### src/bus_ctl_pkg.sv
// Package of constants for the external bus control and handshake block.
package bus_ctl_pkg;
   localparam int NUM_IRQ = 3;
   localparam int NUM_FLAG = 4;
   localparam int NUM_DMA = 2;
   localparam int TIMER_W = 32;
   // Timer expiry pulse length in cycles.
   localparam int EXPIRY_CYCLES = 4;
   localparam logic [2:0] EXPIRY_LAST = 3'h3;
   // DMA channel numbers served by the external requests.
   localparam int DMA_CH_A = 7;
   localparam int DMA_CH_B = 8;
   // Bus ownership states.
   typedef enum logic [1:0] {OWN_IDLE, OWN_FLOAT, OWN_GRANT} host_own_t;
endpackage

### src/sync2.sv
// Two-flop synchronizer with a parameter width.
`timescale 1ns/1ps
module sync2 #(
   parameter int W = 1,
   parameter logic [W-1:0] RST_VAL = '0
) (
   // Clock and reset.
   input wire logic mclk,
   input wire logic rst_n,
   // Data.
   input wire logic [W-1:0] d,
   output logic [W-1:0] q
);
   logic [W-1:0] meta_ff;

   // The first stage feeds only the second stage.
   always_ff @(posedge mclk or negedge rst_n) begin
      if (!rst_n) begin
         meta_ff <= RST_VAL;
         q <= RST_VAL;
      end else begin
         meta_ff <= d;
         q <= meta_ff;
      end
   end
endmodule

### src/expiry_pulse.sv
// Timer expiry pulse stretcher of a fixed length.
`timescale 1ns/1ps
module expiry_pulse (
   // Clock and reset.
   input wire logic mclk,
   input wire logic rst_n,
   // Trigger and pulse.
   input wire logic fire,
   output logic pulse
);
   logic [2:0] cnt_ff;
   logic [2:0] nxt_cnt;
   logic nxt_pulse;

   // A new zero crossing during a pulse restarts the full length.
   always_comb begin
      nxt_cnt = cnt_ff;
      nxt_pulse = pulse;
      if (fire) begin
         nxt_cnt = 3'h0;
         nxt_pulse = 1'b1;
      end else if (pulse) begin
         if (cnt_ff == bus_ctl_pkg::EXPIRY_LAST) begin
            nxt_pulse = 1'b0;
         end else begin
            nxt_cnt = cnt_ff + 3'h1;
         end
      end
   end

   always_ff @(posedge mclk or negedge rst_n) begin
      if (!rst_n) begin
         cnt_ff <= 3'h0;
         pulse <= 1'b0;
      end else begin
         cnt_ff <= nxt_cnt;
         pulse <= nxt_pulse;
      end
   end
endmodule

### src/external_bus_host_control.sv
// External bus control: acknowledge, suspend, host grant, host wait, flags, timer, DMA.
`timescale 1ns/1ps
module external_bus_host_control #(
   parameter int TW = bus_ctl_pkg::TIMER_W
) (
   // Clock and reset.
   input wire logic mclk,
   input wire logic rst_n,
   // Memory acknowledge pin (open bidirectional, three signals).
   input wire logic ack_in,
   output logic ack_out,
   output logic ack_oe_n,
   // Suspend bus input, synchronous, active low.
   input wire logic suspend_bus_hiz_n,
   // Core external access request and its completion.
   input wire logic ext_access_req,
   output logic ext_access_done,
   output logic core_stall,
   // Configuration: bus master flag from arbitration.
   input wire logic is_bus_master,
   // Slave-side access into internal memory, synchronous and host.
   input wire logic sync_slave_access,
   input wire logic host_access,
   input wire logic int_mem_ready,
   // Bus three-state enable for address, data, selects, strobes (low drives).
   output logic bus_oe_n,
   // Host bus request and chip select, asynchronous active low.
   input wire logic host_bus_request_n,
   input wire logic chip_select_n,
   // Multiprocessor bus requests, active low, synchronous.
   input wire logic [5:0] multiproc_bus_requests_n,
   output logic mp_request_blocked,
   // Host bus grant pin as three signals.
   input wire logic host_bus_grant_in,
   output logic host_bus_grant_out,
   output logic host_bus_grant_oe_n,
   output logic host_grant_seen,
   // Host wait-acknowledge pin and its drive mode bit.
   input wire logic host_ack_drive_mode,
   output logic host_wait_ack_out,
   output logic host_wait_ack_oe_n,
   // Interrupt request lines and their modes (1 = edge).
   input wire logic [2:0] interrupt_request_lines_n,
   input wire logic [2:0] irq_edge_mode,
   input wire logic [2:0] irq_clear,
   output logic [2:0] irq_pending,
   // Testable flag pins.
   input wire logic [3:0] testable_io_pins_in,
   input wire logic [3:0] flag_is_output,
   input wire logic [3:0] flag_out_value,
   output logic [3:0] testable_io_pins_out,
   output logic [3:0] testable_io_pins_oe_n,
   output logic [3:0] flag_condition,
   // Timer.
   input wire logic timer_enable,
   input wire logic timer_load,
   input wire logic [TW-1:0] timer_load_value,
   output logic [TW-1:0] timer_count_value,
   output logic timer_expired_pulse,
   // External DMA requests and grants, active low.
   input wire logic [1:0] ext_dma_request_n,
   input wire logic [1:0] dma_xfer_done,
   output logic [1:0] dma_ch_start,
   output logic [1:0] ext_dma_grant_n
);

   // ---------------------------------------------------------------
   // Input synchronizers
   // ---------------------------------------------------------------
   logic hreq_s_n;
   logic cs_s_n;
   logic [2:0] irq_s_n;
   logic [1:0] dreq_s_n;
   logic [3:0] flag_s;
   logic ack_s;

   sync2 #(.W(11), .RST_VAL(11'h7ff)) u_sync_async (
      .mclk(mclk),
      .rst_n(rst_n),
      .d({host_bus_request_n, chip_select_n, interrupt_request_lines_n, ext_dma_request_n,
          testable_io_pins_in}),
      .q({hreq_s_n, cs_s_n, irq_s_n, dreq_s_n, flag_s})
   );

   // Acknowledge pin is treated as a pin input, so it is synchronized too.
   sync2 #(.W(1), .RST_VAL(1'b1)) u_sync_ack (
      .mclk(mclk),
      .rst_n(rst_n),
      .d(ack_in),
      .q(ack_s)
   );

   // ---------------------------------------------------------------
   // Suspend, acknowledge and host ownership
   // ---------------------------------------------------------------
   bus_ctl_pkg::host_own_t own_ff, nxt_own;
   logic susp_ff, nxt_susp;
   logic ack_keep_ff, nxt_ack_keep;
   logic done_ff, nxt_done;
   logic stall_ff, nxt_stall;
   logic bus_oe_n_ff, nxt_bus_oe_n;
   logic ack_out_ff, nxt_ack_out;
   logic ack_oe_n_ff, nxt_ack_oe_n;
   logic gnt_out_ff, nxt_gnt_out;
   logic gnt_oe_n_ff, nxt_gnt_oe_n;
   logic gnt_seen_ff, nxt_gnt_seen;
   logic blk_ff, nxt_blk;
   logic wack_out_ff, nxt_wack_out;
   logic wack_oe_n_ff, nxt_wack_oe_n;
   logic ack_eff;
   logic host_req;

   assign host_req = !hreq_s_n;
   // Acknowledge level used is the synchronized pin, registered once more every cycle.
   assign ack_eff = ack_keep_ff;

   always_comb begin
      nxt_own = own_ff;
      // Suspend sampled low floats the bus the following cycle.
      nxt_susp = !suspend_bus_hiz_n;
      nxt_ack_keep = ack_s;
      nxt_done = 1'b0;
      nxt_stall = 1'b0;
      nxt_blk = 1'b0;
      // Host request wins over processor bus requests.
      if (host_req && (multiproc_bus_requests_n != 6'h3f)) begin
         nxt_blk = 1'b1;
      end
      // Float first, then grant; hold until release.
      case (own_ff)
         bus_ctl_pkg::OWN_IDLE: begin
            if (host_req && is_bus_master) begin
               nxt_own = bus_ctl_pkg::OWN_FLOAT;
            end
         end
         bus_ctl_pkg::OWN_FLOAT: begin
            nxt_own = host_req ? bus_ctl_pkg::OWN_GRANT : bus_ctl_pkg::OWN_IDLE;
         end
         bus_ctl_pkg::OWN_GRANT: begin
            if (!host_req) begin
               nxt_own = bus_ctl_pkg::OWN_IDLE;
            end
         end
         default: nxt_own = bus_ctl_pkg::OWN_IDLE;
      endcase
      // Access completes only with acknowledge high and no suspend.
      if (ext_access_req && is_bus_master && own_ff == bus_ctl_pkg::OWN_IDLE) begin
         if (susp_ff || !suspend_bus_hiz_n || !ack_eff) begin
            nxt_stall = 1'b1;
         end else begin
            nxt_done = 1'b1;
         end
      end else if (ext_access_req) begin
         nxt_stall = 1'b1;
      end
      // Float when suspended, not master, or handed to the host.
      nxt_bus_oe_n = nxt_susp || !is_bus_master || (nxt_own != bus_ctl_pkg::OWN_IDLE);
      // Slave pulls acknowledge low while not ready.
      nxt_ack_out = 1'b0;
      nxt_ack_oe_n = 1'b1;
      if (sync_slave_access && !is_bus_master && !int_mem_ready) begin
         nxt_ack_oe_n = 1'b0;
      end
      // Only the master drives grant; others monitor it.
      nxt_gnt_oe_n = !is_bus_master;
      nxt_gnt_out = (own_ff == bus_ctl_pkg::OWN_FLOAT && host_req) || (own_ff == bus_ctl_pkg::OWN_GRANT && host_req)
         ? 1'b0 : 1'b1;
      nxt_gnt_seen = !host_bus_grant_in;
      nxt_wack_out = 1'b1;
      nxt_wack_oe_n = 1'b1;
      if (!cs_s_n && host_req) begin
         if (host_access && !int_mem_ready) begin
            nxt_wack_out = 1'b0;
            nxt_wack_oe_n = 1'b0;
         end else if (host_ack_drive_mode) begin
            nxt_wack_out = 1'b1;
            nxt_wack_oe_n = 1'b0;
         end
      end
   end

   always_ff @(posedge mclk or negedge rst_n) begin
      if (!rst_n) begin
         own_ff <= bus_ctl_pkg::OWN_IDLE;
         susp_ff <= 1'b0;
         ack_keep_ff <= 1'b1;
         done_ff <= 1'b0;
         stall_ff <= 1'b0;
         bus_oe_n_ff <= 1'b1;
         ack_out_ff <= 1'b0;
         ack_oe_n_ff <= 1'b1;
         gnt_out_ff <= 1'b1;
         gnt_oe_n_ff <= 1'b1;
         gnt_seen_ff <= 1'b0;
         blk_ff <= 1'b0;
         wack_out_ff <= 1'b1;
         wack_oe_n_ff <= 1'b1;
      end else begin
         own_ff <= nxt_own;
         susp_ff <= nxt_susp;
         ack_keep_ff <= nxt_ack_keep;
         done_ff <= nxt_done;
         stall_ff <= nxt_stall;
         bus_oe_n_ff <= nxt_bus_oe_n;
         ack_out_ff <= nxt_ack_out;
         ack_oe_n_ff <= nxt_ack_oe_n;
         gnt_out_ff <= nxt_gnt_out;
         gnt_oe_n_ff <= nxt_gnt_oe_n;
         gnt_seen_ff <= nxt_gnt_seen;
         blk_ff <= nxt_blk;
         wack_out_ff <= nxt_wack_out;
         wack_oe_n_ff <= nxt_wack_oe_n;
      end
   end

   assign ext_access_done = done_ff;
   assign core_stall = stall_ff;
   assign bus_oe_n = bus_oe_n_ff;
   assign ack_out = ack_out_ff;
   assign ack_oe_n = ack_oe_n_ff;
   assign host_bus_grant_out = gnt_out_ff;
   assign host_bus_grant_oe_n = gnt_oe_n_ff;
   assign host_grant_seen = gnt_seen_ff;
   assign mp_request_blocked = blk_ff;
   assign host_wait_ack_out = wack_out_ff;
   assign host_wait_ack_oe_n = wack_oe_n_ff;

   // ---------------------------------------------------------------
   // Interrupts and flags
   // ---------------------------------------------------------------
   logic [2:0] irq_prev_ff, nxt_irq_prev;
   logic [2:0] irq_pend_ff, nxt_irq_pend;
   logic [3:0] flag_out_ff, nxt_flag_out;
   logic [3:0] flag_oe_n_ff, nxt_flag_oe_n;
   logic [3:0] flag_cond_ff, nxt_flag_cond;

   always_comb begin
      nxt_irq_prev = irq_s_n;
      // Edge mode latches falling edges; a new edge beats the clear.
      for (int i = 0; i < bus_ctl_pkg::NUM_IRQ; i++) begin
         if (irq_edge_mode[i]) begin
            nxt_irq_pend[i] = (irq_prev_ff[i] && !irq_s_n[i]) || (irq_pend_ff[i] && !irq_clear[i]);
         end else begin
            nxt_irq_pend[i] = !irq_s_n[i];
         end
      end
      // Direction per pin; the condition is the input level on input pins and the driven value on output pins.
      nxt_flag_oe_n = ~flag_is_output;
      nxt_flag_out = flag_out_value;
      nxt_flag_cond = (flag_is_output & flag_out_value) | (~flag_is_output & flag_s);
   end

   always_ff @(posedge mclk or negedge rst_n) begin
      if (!rst_n) begin
         irq_prev_ff <= 3'h7;
         irq_pend_ff <= 3'h0;
         flag_out_ff <= 4'h0;
         flag_oe_n_ff <= 4'hf;
         flag_cond_ff <= 4'h0;
      end else begin
         irq_prev_ff <= nxt_irq_prev;
         irq_pend_ff <= nxt_irq_pend;
         flag_out_ff <= nxt_flag_out;
         flag_oe_n_ff <= nxt_flag_oe_n;
         flag_cond_ff <= nxt_flag_cond;
      end
   end

   assign irq_pending = irq_pend_ff;
   assign testable_io_pins_out = flag_out_ff;
   assign testable_io_pins_oe_n = flag_oe_n_ff;
   assign flag_condition = flag_cond_ff;

   // ---------------------------------------------------------------
   // Timer and DMA handshake
   // ---------------------------------------------------------------
   logic [TW-1:0] tcnt_ff, nxt_tcnt;
   logic fire_ff, nxt_fire;
   logic [1:0] dstart_ff, nxt_dstart;
   logic [1:0] dgnt_n_ff, nxt_dgnt_n;
   logic [1:0] dbusy_ff, nxt_dbusy;

   always_comb begin
      nxt_tcnt = tcnt_ff;
      nxt_fire = 1'b0;
      if (timer_load) begin
         nxt_tcnt = timer_load_value;
      end else if (timer_enable && tcnt_ff != '0) begin
         nxt_tcnt = tcnt_ff - 1'b1;
         // Decrement reaching zero fires the pulse.
         nxt_fire = (tcnt_ff == {{(TW-1){1'b0}}, 1'b1});
      end
      // Request starts channel, matching grant answers at completion.
      for (int i = 0; i < bus_ctl_pkg::NUM_DMA; i++) begin
         nxt_dstart[i] = !dreq_s_n[i] && !dbusy_ff[i];
         nxt_dbusy[i] = (dbusy_ff[i] && !dma_xfer_done[i]) || nxt_dstart[i];
         nxt_dgnt_n[i] = !(dbusy_ff[i] && dma_xfer_done[i]);
      end
   end

   always_ff @(posedge mclk or negedge rst_n) begin
      if (!rst_n) begin
         tcnt_ff <= '0;
         fire_ff <= 1'b0;
         dstart_ff <= 2'h0;
         dgnt_n_ff <= 2'h3;
         dbusy_ff <= 2'h0;
      end else begin
         tcnt_ff <= nxt_tcnt;
         fire_ff <= nxt_fire;
         dstart_ff <= nxt_dstart;
         dgnt_n_ff <= nxt_dgnt_n;
         dbusy_ff <= nxt_dbusy;
      end
   end

   expiry_pulse u_expiry (
      .mclk(mclk),
      .rst_n(rst_n),
      .fire(fire_ff),
      .pulse(timer_expired_pulse)
   );

   assign timer_count_value = tcnt_ff;
   assign dma_ch_start = dstart_ff;
   assign ext_dma_grant_n = dgnt_n_ff;
endmodule

### config.mk
export PLATFORM = sky130hd
export DESIGN_NAME = external_bus_host_control
export DESIGN_NICKNAME = d
export VERILOG_FILES = /design/src/bus_ctl_pkg.sv /design/src/sync2.sv /design/src/expiry_pulse.sv /design/src/external_bus_host_control.sv
export SDC_FILE = /design/constraint.sdc
export NUM_CORES = 1
export LEC_CHECK = 0
export BUFFER_PORTS_ARGS = -buffer_cell sky130_fd_sc_hd__buf_4
export CORE_MARGIN = 4
export CORE_UTILIZATION = 56
export CTS_BUF_LIST = sky130_fd_sc_hd__clkbuf_4 sky130_fd_sc_hd__clkbuf_8
export CTS_CLUSTER_DIAMETER = 100
export DETAILED_ROUTE_END_ITERATION = 10
export PLACE_DENSITY = 0.91
export SETUP_SLACK_MARGIN = 0.3
export SYNTH_ARGS = -nofsm -noshare
export SYNTH_HDL_FRONTEND = slang
export SYNTH_HIERARCHICAL = 1
export SYNTH_SLANG_ARGS = --single-unit
### constraint.sdc
create_clock -name mclk -period 5.15 [get_ports mclk]
set_clock_uncertainty 0.05 [all_clocks]
set_input_delay 0.2575 -clock mclk [delete_from_list [all_inputs] [get_ports mclk]]
set_output_delay 0.2575 -clock mclk [all_outputs]
set_load 0.02 [all_outputs]
==> results.cfg <==
[status]
status = complete, no violations

[logic_synthesis]
synth_seq_area_share_pct = 59.7
synthArstFlopShare_pct = 100
synth_edf_count = 0
ys.flop_type = dfrtp_1
syn_area_sq_um = 4230
ys_seq_elements = 99
syn_inst = 357
synth_fp_nets = 439
synth.most_common_cell = dfrtp_1
synth_common_cells = dfrtp_1 (59), dfstp_2 (40), nand2_1 (34), o21ai_0 (21), nor2_1 (18)
yosys_warnings = 6
synth.largest_area_cell = dfrtp_1
synth_area_leaders = dfrtp_1 (35%), dfstp_2 (25%), xnor2_1 (3.3%), nand2_1 (3.0%), o21ai_0 (2.5%)
synth_area_per_cell_sq_um = 11.9
netlist.area_leader.share_pct = 34.9
synth_cell_types = 61

[timing]
slew_viol_final = 0
finalSetupTns_ps = 0
fin_crit_ps = 2750
finalSetupViolations = 0
max_slew_margin_pct = 37.7
worst_slack_ps = 2400
finalCritPeriodShare_pct = 53.3
worst_pin_slew_ps = 926
hold_violations = 0
rsz0062_at_grt = false
max_clock_freq_mhz = 364

[floorplanning]
core_sq_um = 7290
dieArea_sq_um = 9010
start_util_pct = 58.0
fp.dieH_um = 94.9
dieWidth_um = 94.9
rows = 31
pin_count = 141

[routing]
dr.pass1.iters = 5
wirelength_mm = 11.3
vias = 3506
drc_errors = 0
viasPerCell = 5.58
drt_iter0_drc = 185
drt-wirelength-per-cell_um = 18.0
ant_nets = 0

[setup_path]
cp_max_fo = 8
worstPathArrival_ps = 2960
worst_setup_path_end_kind = register
crit_type = reg -> reg
worst_setup_path_start_kind = register
required_ps = 5370

[final_layout]
finalNetCount = 606
stdcell_count = 628
antenna_cells = 0
drive_gt1_share_pct = 42.7
synthToLayoutAreaGrowth_pct = 38.1
fin_util_pct = 80.2

[clock_network]
cts_tree = done
clockBufferDepth = 2
insertion_delay_ps = 380
clock_sinks = 99
clk_pin_slew_ps = 110
cts_buffers = 9
clockRootBuffer = clkbuf_8
h-tree-depth = 3
postCtsSetupBuffers = 0

[placed_design]
preCtsSetupSlack_ps = 2490
place_inst = 582
finalWeightedCongestion = 0.876
dpl.hpwl_mm = 7.29
io_buffers = 139

[grt]
antenna_found_initial = 0
track_usage_pct = 25.7
overflow = 0
grt_start_max_net_pins = 58
grt_pass1_vias = 3520
grt_pass1_wl_mm = 17.6

[worst_hold_path]
hold_class = in -> reg

[power]
power.leakage_nw = 2.53
ir_drop_mv = 0.138
power_density_nw_per_um2 = 296

[run]
maxCapViolations = 0
==> state kept, by name, summed over array words and instances, names as in the netlist, 3 cells and up <==
register / count
testable_io_pins_oe_n: 4
flag_condition: 4
testable_io_pins_out: 4
irq_pending: 3
timer_count_value: 32
u_sync_async/q: 11
irq_prev_ff: 3
u_expiry/cnt_ff: 3
u_sync_async/meta_ff: 11
==> metal layers <==
metal | global-route usage (%) | share of wire (%) | vias to the layer above | wire (um)
met3 | 7.89 | 9.2 | 24 | 1040
li1 | - | - | 1617 | -
met2 | 44.2 | 51 | 167 | 5710
met1 | 31.0 | 39 | 1698 | 4370
met4 | 7.93 | 1.6 | 0 | 186
met5 | 0 | 0 | - | 0
==> path summary, 6_finish.rpt <==
check | startpoint | end | slack [ps] | cells after the start
worst min-delay path | int_mem_ready | ack_oe_n$_DFF_PN1_ | 30 | 3
worst max-delay path | timer_count_value[0]$_DFFE_PN0P_ | timer_count_value[4]$_DFFE_PN0P_ | 2400 | 7
max in group asynchronous | rst_n | dma_ch_start[0]$_DFF_PN0_ | 3590 | 3
worst min register to register | u_sync_async/meta_ff[0]$_DFF_PN1_ | u_sync_async/q[0]$_DFF_PN1_ | 310 | 0
min in group asynchronous | rst_n | dbusy_ff[1]$_DFF_PN0_ | 360 | 2
worst max register to register | timer_count_value[0]$_DFFE_PN0P_ | timer_count_value[4]$_DFFE_PN0P_ | 2400 | 7
==> timing repair <==
| action | in CTS | in global routing |
|---|---|---|
| hold buffers | 30 | 0 |
| resized for setup | 0 | 0 |
| hold endpoints to repair | 64 | 0 |
==> stage by stage <==
stage / hold slack, ps / instance area (sq um) / total power [W]
5_1_grt: 28.5 / 5850 / 0.00180
3_3_place_gp: 227 / 5330 / 0.00117
3_5_place_dp: 232 / 5330 / 0.00118
6_report: 33.4 / 5850 / 0.00173
4_1_cts: 27.6 / 5850 / 0.00173
2_1_floorplan: -88.1 / 4230 / 0.00103
==> cell type report <==
class / instances / area [sq um]
clock inverters: 7 / 92.6
inverters: 15 / 56.3
flip-flops and latches: 99 / 2530
well taps: 99 / 124
multi-input cells: 229 / 1570
clock buffers: 9 / 124
fillers: 467 / 1450
repair buffers: 170 / 1350
==> where the power goes <==
group	leakage (nW)	total, W	switching (W)	internal, W
clock network	0.109	0.000537	0.000300	0.000237
registers	1.14	0.000897	0.0000548	0.000842
logic	1.28	0.000296	0.000152	0.000144
total	2.53	0.00173	0.000506	0.00122
==> critical path, stage by stage, from the launching register on <==
cell     delay (ps)
dfrtp_1         470
inv_1            90
ha_1            180
nor3b_1         630
nand2_1         400
o31ai_4         440
o21ai_1         110
mux2_2          270
==> cells by family (layout without fill, tap and decap cells) <==
family	Yosys count	after routing	share of synthesized area (%)
AOI/OAI and AO/OA	60	60	10.3
xor gates and xnor gates	17	17	3.52
adders and majority gates	4	4	1.18
buffers and inverters	29	201	3.19
DFF	99	99	59.7
muxes	10	10	2.60
other	1	1	0.0886
and+or+nand+nor	137	137	19.4
==> placed cells by master, fill, tap and decap left out, types with 3 or more instances in the layout <==
master	count
buf_4	140
dfrtp_1	59
dfstp_2	40
nand2_1	34
dlygate4sd3_1	30
o21ai_0	21
nor2_1	18
xnor2_1	16
inv_1	15
nor4_1	10
or4_1	9
nand3_1	9
clkbuf_8	9
mux2_2	8
a31oi_1	8
nand4_1	6
or3_1	6
nor2b_1	5
or3_2	5
a211oi_1	5
nor3_1	5
nor4b_1	4
o211ai_1	4
o21ai_1	4
ha_1	4
nand3b_1	3
o311ai_0	3
o31ai_1	3
Power figures use the tool's default switching activity.
